**src/pdcg_map.vh**
```
// Register map, field positions and reset values of the clock control block
`ifndef PDCG_MAP_VH
`define PDCG_MAP_VH

// Byte offsets
`define PDCG_OFS_DIV_SRC 8'h1c
`define PDCG_OFS_PLL_CTRL 8'h20
`define PDCG_OFS_DIV_CTRL 8'h24
`define PDCG_OFS_GATE1 8'h30
`define PDCG_OFS_PWM_SEL 8'h34

// Reset values
`define PDCG_RST_DIV_SRC 32'h0000_000c
`define PDCG_RST_PLL_CTRL 32'h0000_c22e
`define PDCG_RST_DIV_CTRL 32'h0000_0000
`define PDCG_RST_GATE1 32'h0000_0000
`define PDCG_RST_PWM_SEL 32'h000f_003f

// Writable bits of each register
`define PDCG_MSK_DIV_SRC 32'h0000_000c
`define PDCG_MSK_PLL_CTRL 32'h0000_ffff
`define PDCG_MSK_DIV_CTRL 32'h0000_003f
`define PDCG_MSK_GATE1 32'h000f_0700
`define PDCG_MSK_PWM_SEL 32'h000f_0000

// PLL control fields
`define PDCG_PLL_OUT_HI 15
`define PDCG_PLL_OUT_LO 14
`define PDCG_PLL_IN_HI 13
`define PDCG_PLL_IN_LO 9
`define PDCG_PLL_FB_HI 8
`define PDCG_PLL_FB_LO 0
`define PDCG_PLL_RATIO_OFS 2

// Divider control fields
`define PDCG_DIV_SEL_HI 3
`define PDCG_DIV_SEL_LO 0
`define PDCG_DIV_EN_BIT 4
`define PDCG_DIV_BYP_BIT 5

// Divider source select field and codes
`define PDCG_DSRC_HI 3
`define PDCG_DSRC_LO 2
`define PDCG_DSRC_XTAL 2'b00
`define PDCG_DSRC_RSVD 2'b01
`define PDCG_DSRC_BUS 2'b10
`define PDCG_DSRC_HIRC 2'b11

// Gate and select field positions
`define PDCG_PWM_LO 16
`define PDCG_PWM_HI 19
`define PDCG_UART_LO 8
`define PDCG_UART_HI 10

`endif

```
**src/pdcg_clk_gate.v**
```verilog
// Glitch-free clock gate with two-source selection
`default_nettype none

module pdcg_clk_gate
(
  // Clock, reset, enable
  input wire sys_clk_i,
  input wire srst_i,
  input wire ce_i,
  // Control
  input wire gate_en_i,
  input wire src_sel_i,
  input wire rst_sel_i,
  // Source clock levels, already synchronised
  input wire src0_i,
  input wire src1_i,
  // Gated clock
  output wire clk_o
);

  reg out_ff;
  reg cur_en_ff;
  reg cur_sel_ff;
  reg cand_prev_ff;
  reg nxt_out;
  wire cand_lvl = src_sel_i ? src1_i : src0_i;
  wire cand_fall = cand_prev_ff & ~cand_lvl;
  wire change = (gate_en_i != cur_en_ff) | (gate_en_i & (src_sel_i != cur_sel_ff));

  always @*
  begin
    nxt_out = cur_en_ff & (cur_sel_ff ? src1_i : src0_i);
  end

  // Old source is stopped in its low phase, new one starts at its falling edge
  always @(posedge sys_clk_i)
  begin
    if (srst_i)
    begin
      out_ff <= 1'b0;
      cur_en_ff <= 1'b0;
      cur_sel_ff <= rst_sel_i;
      cand_prev_ff <= 1'b0;
    end
    else if (ce_i)
    begin
      cand_prev_ff <= cand_lvl;
      if (change && !out_ff && !nxt_out)
      begin
        if (cur_en_ff || !gate_en_i)
        begin
          cur_en_ff <= 1'b0;
        end
        else if (cand_fall)
        begin
          cur_en_ff <= 1'b1;
          cur_sel_ff <= src_sel_i;
        end
        out_ff <= 1'b0;
      end
      else
      begin
        out_ff <= nxt_out;
      end
    end
  end

  assign clk_o = out_ff;

endmodule

`default_nettype wire

```
**src/pdcg_top.v**
```verilog
// Clock control: PLL ratios, frequency divider output and peripheral clock gating
//
// Decided for this implementation: register access over Avalon-MM.
`default_nettype none
`include "pdcg_map.vh"

module pdcg_top
(
  // Clock, reset, enable
  input wire sys_clk_i,
  input wire srst_i,
  input wire ce_i,
  // Avalon-MM slave
  input wire [7:0] avs_address_i,
  input wire avs_read_i,
  input wire avs_write_i,
  input wire [31:0] avs_writedata_i,
  input wire [3:0] avs_byteenable_i,
  output wire avs_waitrequest_o,
  output reg [31:0] avs_readdata_o,
  // Source clock levels from outside this clock domain
  input wire xtal_clk_i,
  input wire hirc_clk_i,
  input wire bus_clk_i,
  input wire pll_clk_i,
  input wire pclk_i,
  // PLL ratio outputs
  output reg [5:0] input_divide_ratio_o,
  output reg [9:0] feedback_multiply_ratio_o,
  output reg [2:0] output_divide_ratio_o,
  output reg [1:0] pll_output_divide_field_o,
  output reg [4:0] pll_input_divide_field_o,
  output reg [8:0] pll_feedback_divide_field_o,
  // Generated clocks
  output reg divider_clk_o,
  output wire [3:0] pwm_engine_clk_o,
  output wire [2:0] serial_port_clk_o
);

  // Register file
  reg [31:0] div_src_ff;
  reg [31:0] pll_ctrl_ff;
  reg [31:0] div_ctrl_ff;
  reg [31:0] gate1_ff;
  reg [31:0] pwm_sel_ff;

  // Bus handshake
  reg ack_ff;
  wire req = avs_read_i | avs_write_i;
  wire take = req & ack_ff;
  wire [31:0] be_mask = {{8{avs_byteenable_i[3]}}, {8{avs_byteenable_i[2]}},
                         {8{avs_byteenable_i[1]}}, {8{avs_byteenable_i[0]}}};

  // One wait state per access: request taken at the second edge
  assign avs_waitrequest_o = req & ~ack_ff;

  always @(posedge sys_clk_i)
  begin
    if (srst_i)
    begin
      ack_ff <= 1'b0;
    end
    else if (ce_i)
    begin
      ack_ff <= req & ~ack_ff;
    end
  end

  function [31:0] merge;
    input [31:0] old_val;
    input [31:0] new_val;
    input [31:0] be;
    input [31:0] wmask;
    begin
      merge = ((old_val & ~be) | (new_val & be)) & wmask;
    end
  endfunction

  wire wr_take = take & avs_write_i;

  always @(posedge sys_clk_i)
  begin
    if (srst_i)
    begin
      div_src_ff <= `PDCG_RST_DIV_SRC;
      pll_ctrl_ff <= `PDCG_RST_PLL_CTRL;
      div_ctrl_ff <= `PDCG_RST_DIV_CTRL;
      gate1_ff <= `PDCG_RST_GATE1;
      pwm_sel_ff <= `PDCG_RST_PWM_SEL;
    end
    else if (ce_i && wr_take)
    begin
      case (avs_address_i)
        `PDCG_OFS_DIV_SRC:
        begin
          div_src_ff <= merge(div_src_ff, avs_writedata_i, be_mask, `PDCG_MSK_DIV_SRC);
        end
        `PDCG_OFS_PLL_CTRL:
        begin
          pll_ctrl_ff <= merge(pll_ctrl_ff, avs_writedata_i, be_mask, `PDCG_MSK_PLL_CTRL);
        end
        `PDCG_OFS_DIV_CTRL:
        begin
          div_ctrl_ff <= merge(div_ctrl_ff, avs_writedata_i, be_mask, `PDCG_MSK_DIV_CTRL);
        end
        `PDCG_OFS_GATE1:
        begin
          gate1_ff <= merge(gate1_ff, avs_writedata_i, be_mask, `PDCG_MSK_GATE1);
        end
        `PDCG_OFS_PWM_SEL:
        begin
          pwm_sel_ff <= merge(pwm_sel_ff, avs_writedata_i, be_mask, `PDCG_MSK_PWM_SEL);
        end
        default:
        begin
          div_src_ff <= div_src_ff;
        end
      endcase
    end
  end

  // Read data; unmapped addresses read zero
  reg [31:0] nxt_rdata;

  always @*
  begin
    case (avs_address_i)
      `PDCG_OFS_DIV_SRC: nxt_rdata = div_src_ff;
      `PDCG_OFS_PLL_CTRL: nxt_rdata = pll_ctrl_ff;
      `PDCG_OFS_DIV_CTRL: nxt_rdata = div_ctrl_ff;
      `PDCG_OFS_GATE1: nxt_rdata = gate1_ff;
      `PDCG_OFS_PWM_SEL: nxt_rdata = pwm_sel_ff;
      default: nxt_rdata = 32'h0000_0000;
    endcase
  end

  always @(posedge sys_clk_i)
  begin
    if (srst_i)
    begin
      avs_readdata_o <= 32'h0000_0000;
    end
    else if (ce_i && req && !ack_ff && avs_read_i)
    begin
      avs_readdata_o <= nxt_rdata;
    end
  end

  // PLL ratio decode
  wire [1:0] out_fld = pll_ctrl_ff[`PDCG_PLL_OUT_HI:`PDCG_PLL_OUT_LO];
  wire [4:0] in_fld = pll_ctrl_ff[`PDCG_PLL_IN_HI:`PDCG_PLL_IN_LO];
  wire [8:0] fb_fld = pll_ctrl_ff[`PDCG_PLL_FB_HI:`PDCG_PLL_FB_LO];
  wire [31:0] in_sum = {27'h000_0000, in_fld} + `PDCG_PLL_RATIO_OFS;
  wire [31:0] fb_sum = {23'h00_0000, fb_fld} + `PDCG_PLL_RATIO_OFS;
  reg [2:0] nxt_out_ratio;

  always @*
  begin
    case (out_fld)
      2'b00: nxt_out_ratio = 3'h1;
      2'b01: nxt_out_ratio = 3'h2;
      2'b10: nxt_out_ratio = 3'h2;
      2'b11: nxt_out_ratio = 3'h4;
      default: nxt_out_ratio = 3'h1;
    endcase
  end

  always @(posedge sys_clk_i)
  begin
    if (srst_i)
    begin
      input_divide_ratio_o <= 6'h00;
      feedback_multiply_ratio_o <= 10'h000;
      output_divide_ratio_o <= 3'h0;
      pll_output_divide_field_o <= 2'h0;
      pll_input_divide_field_o <= 5'h00;
      pll_feedback_divide_field_o <= 9'h000;
    end
    else if (ce_i)
    begin
      input_divide_ratio_o <= in_sum[5:0];
      feedback_multiply_ratio_o <= fb_sum[9:0];
      output_divide_ratio_o <= nxt_out_ratio;
      pll_output_divide_field_o <= out_fld;
      pll_input_divide_field_o <= in_fld;
      pll_feedback_divide_field_o <= fb_fld;
    end
  end

  // Two-stage synchronisers for the source clock levels
  wire [4:0] pins = {pclk_i, pll_clk_i, bus_clk_i, hirc_clk_i, xtal_clk_i};
  reg [4:0] sync1_ff;
  reg [4:0] sync2_ff;

  always @(posedge sys_clk_i)
  begin
    if (srst_i)
    begin
      sync1_ff <= 5'h00;
      sync2_ff <= 5'h00;
    end
    else if (ce_i)
    begin
      sync1_ff <= pins;
      sync2_ff <= sync1_ff;
    end
  end

  wire xtal_s = sync2_ff[0];
  wire hirc_s = sync2_ff[1];
  wire bus_s = sync2_ff[2];
  wire pll_s = sync2_ff[3];
  wire pclk_s = sync2_ff[4];

  // Frequency divider source
  wire [1:0] divider_source_select = div_src_ff[`PDCG_DSRC_HI:`PDCG_DSRC_LO];
  reg div_src_lvl;

  always @*
  begin
    case (divider_source_select)
      `PDCG_DSRC_XTAL: div_src_lvl = xtal_s;
      `PDCG_DSRC_BUS: div_src_lvl = bus_s;
      `PDCG_DSRC_HIRC: div_src_lvl = hirc_s;
      default: div_src_lvl = 1'b0;
    endcase
  end

  wire [3:0] divider_power_select = div_ctrl_ff[`PDCG_DIV_SEL_HI:`PDCG_DIV_SEL_LO];
  wire divider_enable = div_ctrl_ff[`PDCG_DIV_EN_BIT];
  wire divide_bypass = div_ctrl_ff[`PDCG_DIV_BYP_BIT];

  reg src_prev_ff;
  reg [14:0] div_cnt_ff;
  reg div_tgl_ff;
  reg div_active_ff;
  reg div_byp_ff;
  wire src_rise = div_src_lvl & ~src_prev_ff;
  wire src_fall = ~div_src_lvl & src_prev_ff;
  wire div_change = (divider_enable != div_active_ff) |
                    (divider_enable & (divide_bypass != div_byp_ff));
  wire [14:0] sel_mask = (15'h0001 << divider_power_select) - 15'h0001;
  reg nxt_div_clk;

  always @*
  begin
    nxt_div_clk = 1'b0;
    if (div_active_ff)
    begin
      nxt_div_clk = div_byp_ff ? div_src_lvl : div_tgl_ff;
    end
  end

  always @(posedge sys_clk_i)
  begin
    if (srst_i)
    begin
      src_prev_ff <= 1'b0;
      div_cnt_ff <= 15'h0000;
      div_tgl_ff <= 1'b0;
      div_active_ff <= 1'b0;
      div_byp_ff <= 1'b0;
      divider_clk_o <= 1'b0;
    end
    else if (ce_i)
    begin
      src_prev_ff <= div_src_lvl;
      if (!div_active_ff)
      begin
        div_cnt_ff <= 15'h0000;
        div_tgl_ff <= 1'b0;
      end
      else if (src_rise)
      begin
        div_cnt_ff <= div_cnt_ff + 15'h0001;
        if ((div_cnt_ff & sel_mask) == sel_mask)
        begin
          div_tgl_ff <= ~div_tgl_ff;
        end
      end
      // A change first stops the output in a low phase, then restarts it
      // at a source falling edge, so no pulse is cut short
      if (div_change && !divider_clk_o && !nxt_div_clk)
      begin
        if (div_active_ff || !divider_enable)
        begin
          div_active_ff <= 1'b0;
        end
        else if (src_fall)
        begin
          div_active_ff <= 1'b1;
          div_byp_ff <= divide_bypass;
        end
        divider_clk_o <= 1'b0;
      end
      else
      begin
        divider_clk_o <= nxt_div_clk;
      end
    end
  end

  // PWM engine clocks: gate and source per engine
  genvar gi;
  generate
    for (gi = 0; gi < 4; gi = gi + 1)
    begin : g_pwm
      pdcg_clk_gate u_pwm_gate
      (
        .sys_clk_i(sys_clk_i),
        .srst_i(srst_i),
        .ce_i(ce_i),
        .gate_en_i(gate1_ff[`PDCG_PWM_LO + gi]),
        .src_sel_i(pwm_sel_ff[`PDCG_PWM_LO + gi]),
        .rst_sel_i(1'b1),
        .src0_i(pll_s),
        .src1_i(pclk_s),
        .clk_o(pwm_engine_clk_o[gi])
      );
    end
    for (gi = 0; gi < 3; gi = gi + 1)
    begin : g_uart
      pdcg_clk_gate u_uart_gate
      (
        .sys_clk_i(sys_clk_i),
        .srst_i(srst_i),
        .ce_i(ce_i),
        .gate_en_i(gate1_ff[`PDCG_UART_LO + gi]),
        .src_sel_i(1'b1),
        .rst_sel_i(1'b1),
        .src0_i(pclk_s),
        .src1_i(pclk_s),
        .clk_o(serial_port_clk_o[gi])
      );
    end
  endgenerate

endmodule

`default_nettype wire

```
**config.mk**
```make
export PLATFORM = sky130hd
export DESIGN_NAME = pdcg_top
export DESIGN_NICKNAME = d
export VERILOG_FILES = /design/src/pdcg_clk_gate.v /design/src/pdcg_top.v
export VERILOG_INCLUDE_DIRS = /design/src
export SDC_FILE = /design/constraint.sdc
export NUM_CORES = 1
export LEC_CHECK = 0
export ABC_AREA = 1
export BUFFER_PORTS_ARGS = -buffer_cell sky130_fd_sc_hd__buf_2
export CAP_MARGIN = 40
export CORE_AREA = 2 2 106 134
export DETAILED_ROUTE_END_ITERATION = 8
export DIE_AREA = 0 0 108 136
export PLACE_DENSITY_LB_ADDON = 0.25
export SLEW_MARGIN = 15
export SYNTH_ARGS = -nofsm -noshare
export SYNTH_HDL_FRONTEND = slang
export SYNTH_HIERARCHICAL = 1
export SYNTH_SLANG_ARGS = --single-unit
```
**constraint.sdc**
```tcl
create_clock -name sys_clk_i -period 2 [get_ports sys_clk_i]
set_input_delay 0.4 -clock sys_clk_i [delete_from_list [all_inputs] [get_ports sys_clk_i]]
set_output_delay 0.4 -clock sys_clk_i [all_outputs]
set_load 0.01 [all_outputs]
```
==> summary.md <==
| Metric | Value |
|---|---|
| Nets@finish | `1229` |
| Ratio of cells with drive above 1 in the final layout | `0.212` |
| GRT Total Usage | `0.259` |
| RSZ-0062 raised after global routing | `no` |
| P_int | `5.16 mW` |
| Worst min path class | `input port to register` |
| Initial antenna violation count | `0` |
| Chip Width | `108 um` |
| Slew margin rel. | `0.658` |
| Logic pwr share | `0.075` |
| Reg2Reg Setup Slack | `190 ps` |
| Std cell rows | `48` |
| Post-route ant nets | `0` |
| Placer Congestion | `0.909` |
| Main synth FF type | `dfxtp_1` |
| Hpwl dp | `13400 um` |
| First-pass GRT wire length | `30400 um` |
| Routed WL | `18600 um` |
| Drt first pass iters | `5` |
| Vias in the first global route | `6330` |
| Worst EP required | `2320 ps` |
| Leakage power | `4.05 nW` |
| Peak supply drop | `0.598 mV` |
| PnR Total Power | `6.83 mW` |
| CP cell instances | `nor2_1, nand2_1, ha_1, nor2_1, nor2_1, nand2_1, a21oi_1, nand3_1, nor2_1, nand4_1, nand2_1, nor2_1` |
| Worst slack, placed | `153 ps` |
| PortBufs | `104` |
| Placed Cells | `1317` |
| Filler cell count in the final layout | `1238` |
| CP endpoint kind | `register` |
| Sw frac | `0.244` |
| Sequential share of the synthesized area | `0.405` |
| Setup TNS | `0 ps` |
| Synth warnings | `6` |
| Status | `complete, no violations` |
| Total of max-cap violations | `0` |
| Ports | `130` |
| Die ar. | `14700 um^2` |
| Slowest stage delay, CP | `380 ps` |
| Fin cells | `1349` |
| Clock transition at the registers of the reported paths | `60 ps` |
| Final setup fails | `0` |
| Avg Cell Area, Syn | `7.24 um^2` |
| Die H | `136 um` |
| Post-CTS Setup Repair Bufs | `0` |
| Final Worst Setup Slack | `190 ps` |
| Worst Hold Depth | `3` |
| Period utilisation layout | `0.905` |
| Cells after synthesis | `1033` |
| Grt ovf | `0` |
| Synthesized cell area | `7480 um^2` |
| Sink Count | `148` |
| Final hold vios | `0` |
| Core area | `13500 um^2` |
| First DRT Iteration DRCs | `377` |
| Slowest CP cell | `dfxtp_1` |
| Max Slew Vio Count | `0` |
| Largest net degree at the start of global routing | `55` |
| Most frequent cells in the layout | `nand2_1 (223), dfxtp_1 (141), buf_2 (103)` |
| FF-to-FF End | `div_tgl_ff` |
| Synth Register Bits | `148` |
| Register area | `3030 um^2` |
| FMAX | `552 MHz` |
| Longest Clk Path Bufs | `2` |
| Number of remaining DRC errors | `0` |
| Drt via density | `5.27` |
| Clock period minus worst slack | `1810 ps` |
| WP data arrival | `2130 ps` |
| Synth async-reset ratio | `0` |
| CP Launch Type | `register` |
| Slew @ Worst Pin | `512 ps` |
| Worst skew pair latency | `430 ps` |
| Synth-to-Final Area Change | `18.9%` |
| Starting density of the core | `0.554` |
| Footprint of the multi-input gates | `3880 um^2` |
| Reg2reg path depth | `12` |
| ANT cells | `0` |
| WS Path Type | `register to register` |
| Vias after detailed routing | `7108` |
| CTS tree | `done` |
| Min-delay src | `avs_writedata_i[14]` |
| Post-synth EDFFs | `7` |
| Net Switching | `1.67 mW` |
| Library cells used by synthesis | `43` |
| Layout Skew | `10.1 ps` |
| Most common cell after layout, fill and taps aside | `nand2_1` |
| Hold buffers post-CTS | `0` |
| Total CTS buffers | `17` |
| Worst Path Max Fanout | `7` |
| Clock power share | `0.470` |
| Most frequent CP cell | `nor2_1` |
| Root Buffer | `clkbuf_16` |
| DR WL/cell | `13.8 um` |
| Hold Slack | `188 ps` |
| PwrDens | `768 nW/um^2` |
| H-tree levels | `4` |
| Sequential Power Share | `0.455` |
[what timing repair did]
action	CTS	global route
endpoints found under the setup margin	0	1
gates resized for setup	0	1
hold endpoints to repair	0	0
[layer usage]
metal | wire [um] | track usage
met1 | 8340 | 0.335
met2 | 8990 | 0.427
met3 | 1110 | 0.0647
met4 | 192 | 0.0755
met5 | 0 | 0
[critical path, delay by kind of cell (launching register included)]
family	cells	cell delay, ps
simple gates	10	890
fa+ha+maj	1	300
compound gates	1	130
flops	1	380
[synthesized netlist by cell type, types with 11 or more instances]
library cell / n / share of area
ha_1: 14 / 0.023
nand2_2: 23 / 0.019
o21ai_0: 95 / 0.064
nor3_1: 13 / 0.0087
clkbuf_1: 21 / 0.011
a21oi_1: 83 / 0.056
nand2_1: 223 / 0.11
o211ai_1: 12 / 0.012
inv_1: 94 / 0.047
xor2_1: 11 / 0.013
dfxtp_1: 141 / 0.38
nand4_1: 12 / 0.010
buf_4: 14 / 0.014
nor2_1: 101 / 0.051
inv_2: 22 / 0.011
nand3_1: 60 / 0.040
[cell type report]
type,count,area share
clock inverter,9,0.0103
timing repair buffer,128,0.0823
multi-input combinational,750,0.436
inverter,116,0.0489
clock buffer,23,0.0574
sequential,148,0.341
tap,175,0.0246
[through the flow]
stage	utilization	instance area [um^2]
final	0.659	8900
after global routing	0.659	8900
after CTS	0.658	8890
after detailed placement	0.614	8290
after global placement	0.613	8280
after floorplan	-	7580
[power groups by stage]
stage / Clock (mW) / Combinational [mW] / Sequential [mW]
after floorplan: 0 / 0.299 / 3.19
after global placement: 0 / 0.490 / 3.18
after detailed placement: 0 / 0.506 / 3.17
after CTS: 3.26 / 0.508 / 3.11
after global routing: 3.37 / 0.569 / 3.12
final: 3.21 / 0.510 / 3.11
[how the worst max path moves through the flow]
stage,to,slack (ps)
after floorplan,div_tgl_ff,340
after global placement,register,170
after detailed placement,register,150
after CTS,div_tgl_ff,180
after global routing,div_tgl_ff,9
final,div_tgl_ff,190
[cells by family after synthesis]
| group | after synthesis | synth area share |
|---|---|---|
| compound gates | 226 | 0.176 |
| xor+xnor | 11 | 0.0129 |
| fa+ha+maj | 14 | 0.0234 |
| buf+inv | 161 | 0.0901 |
| flops | 148 | 0.405 |
| other cells | 2 | 0.00100 |
| simple gates | 471 | 0.292 |
(Power assumes the default switching activity.)
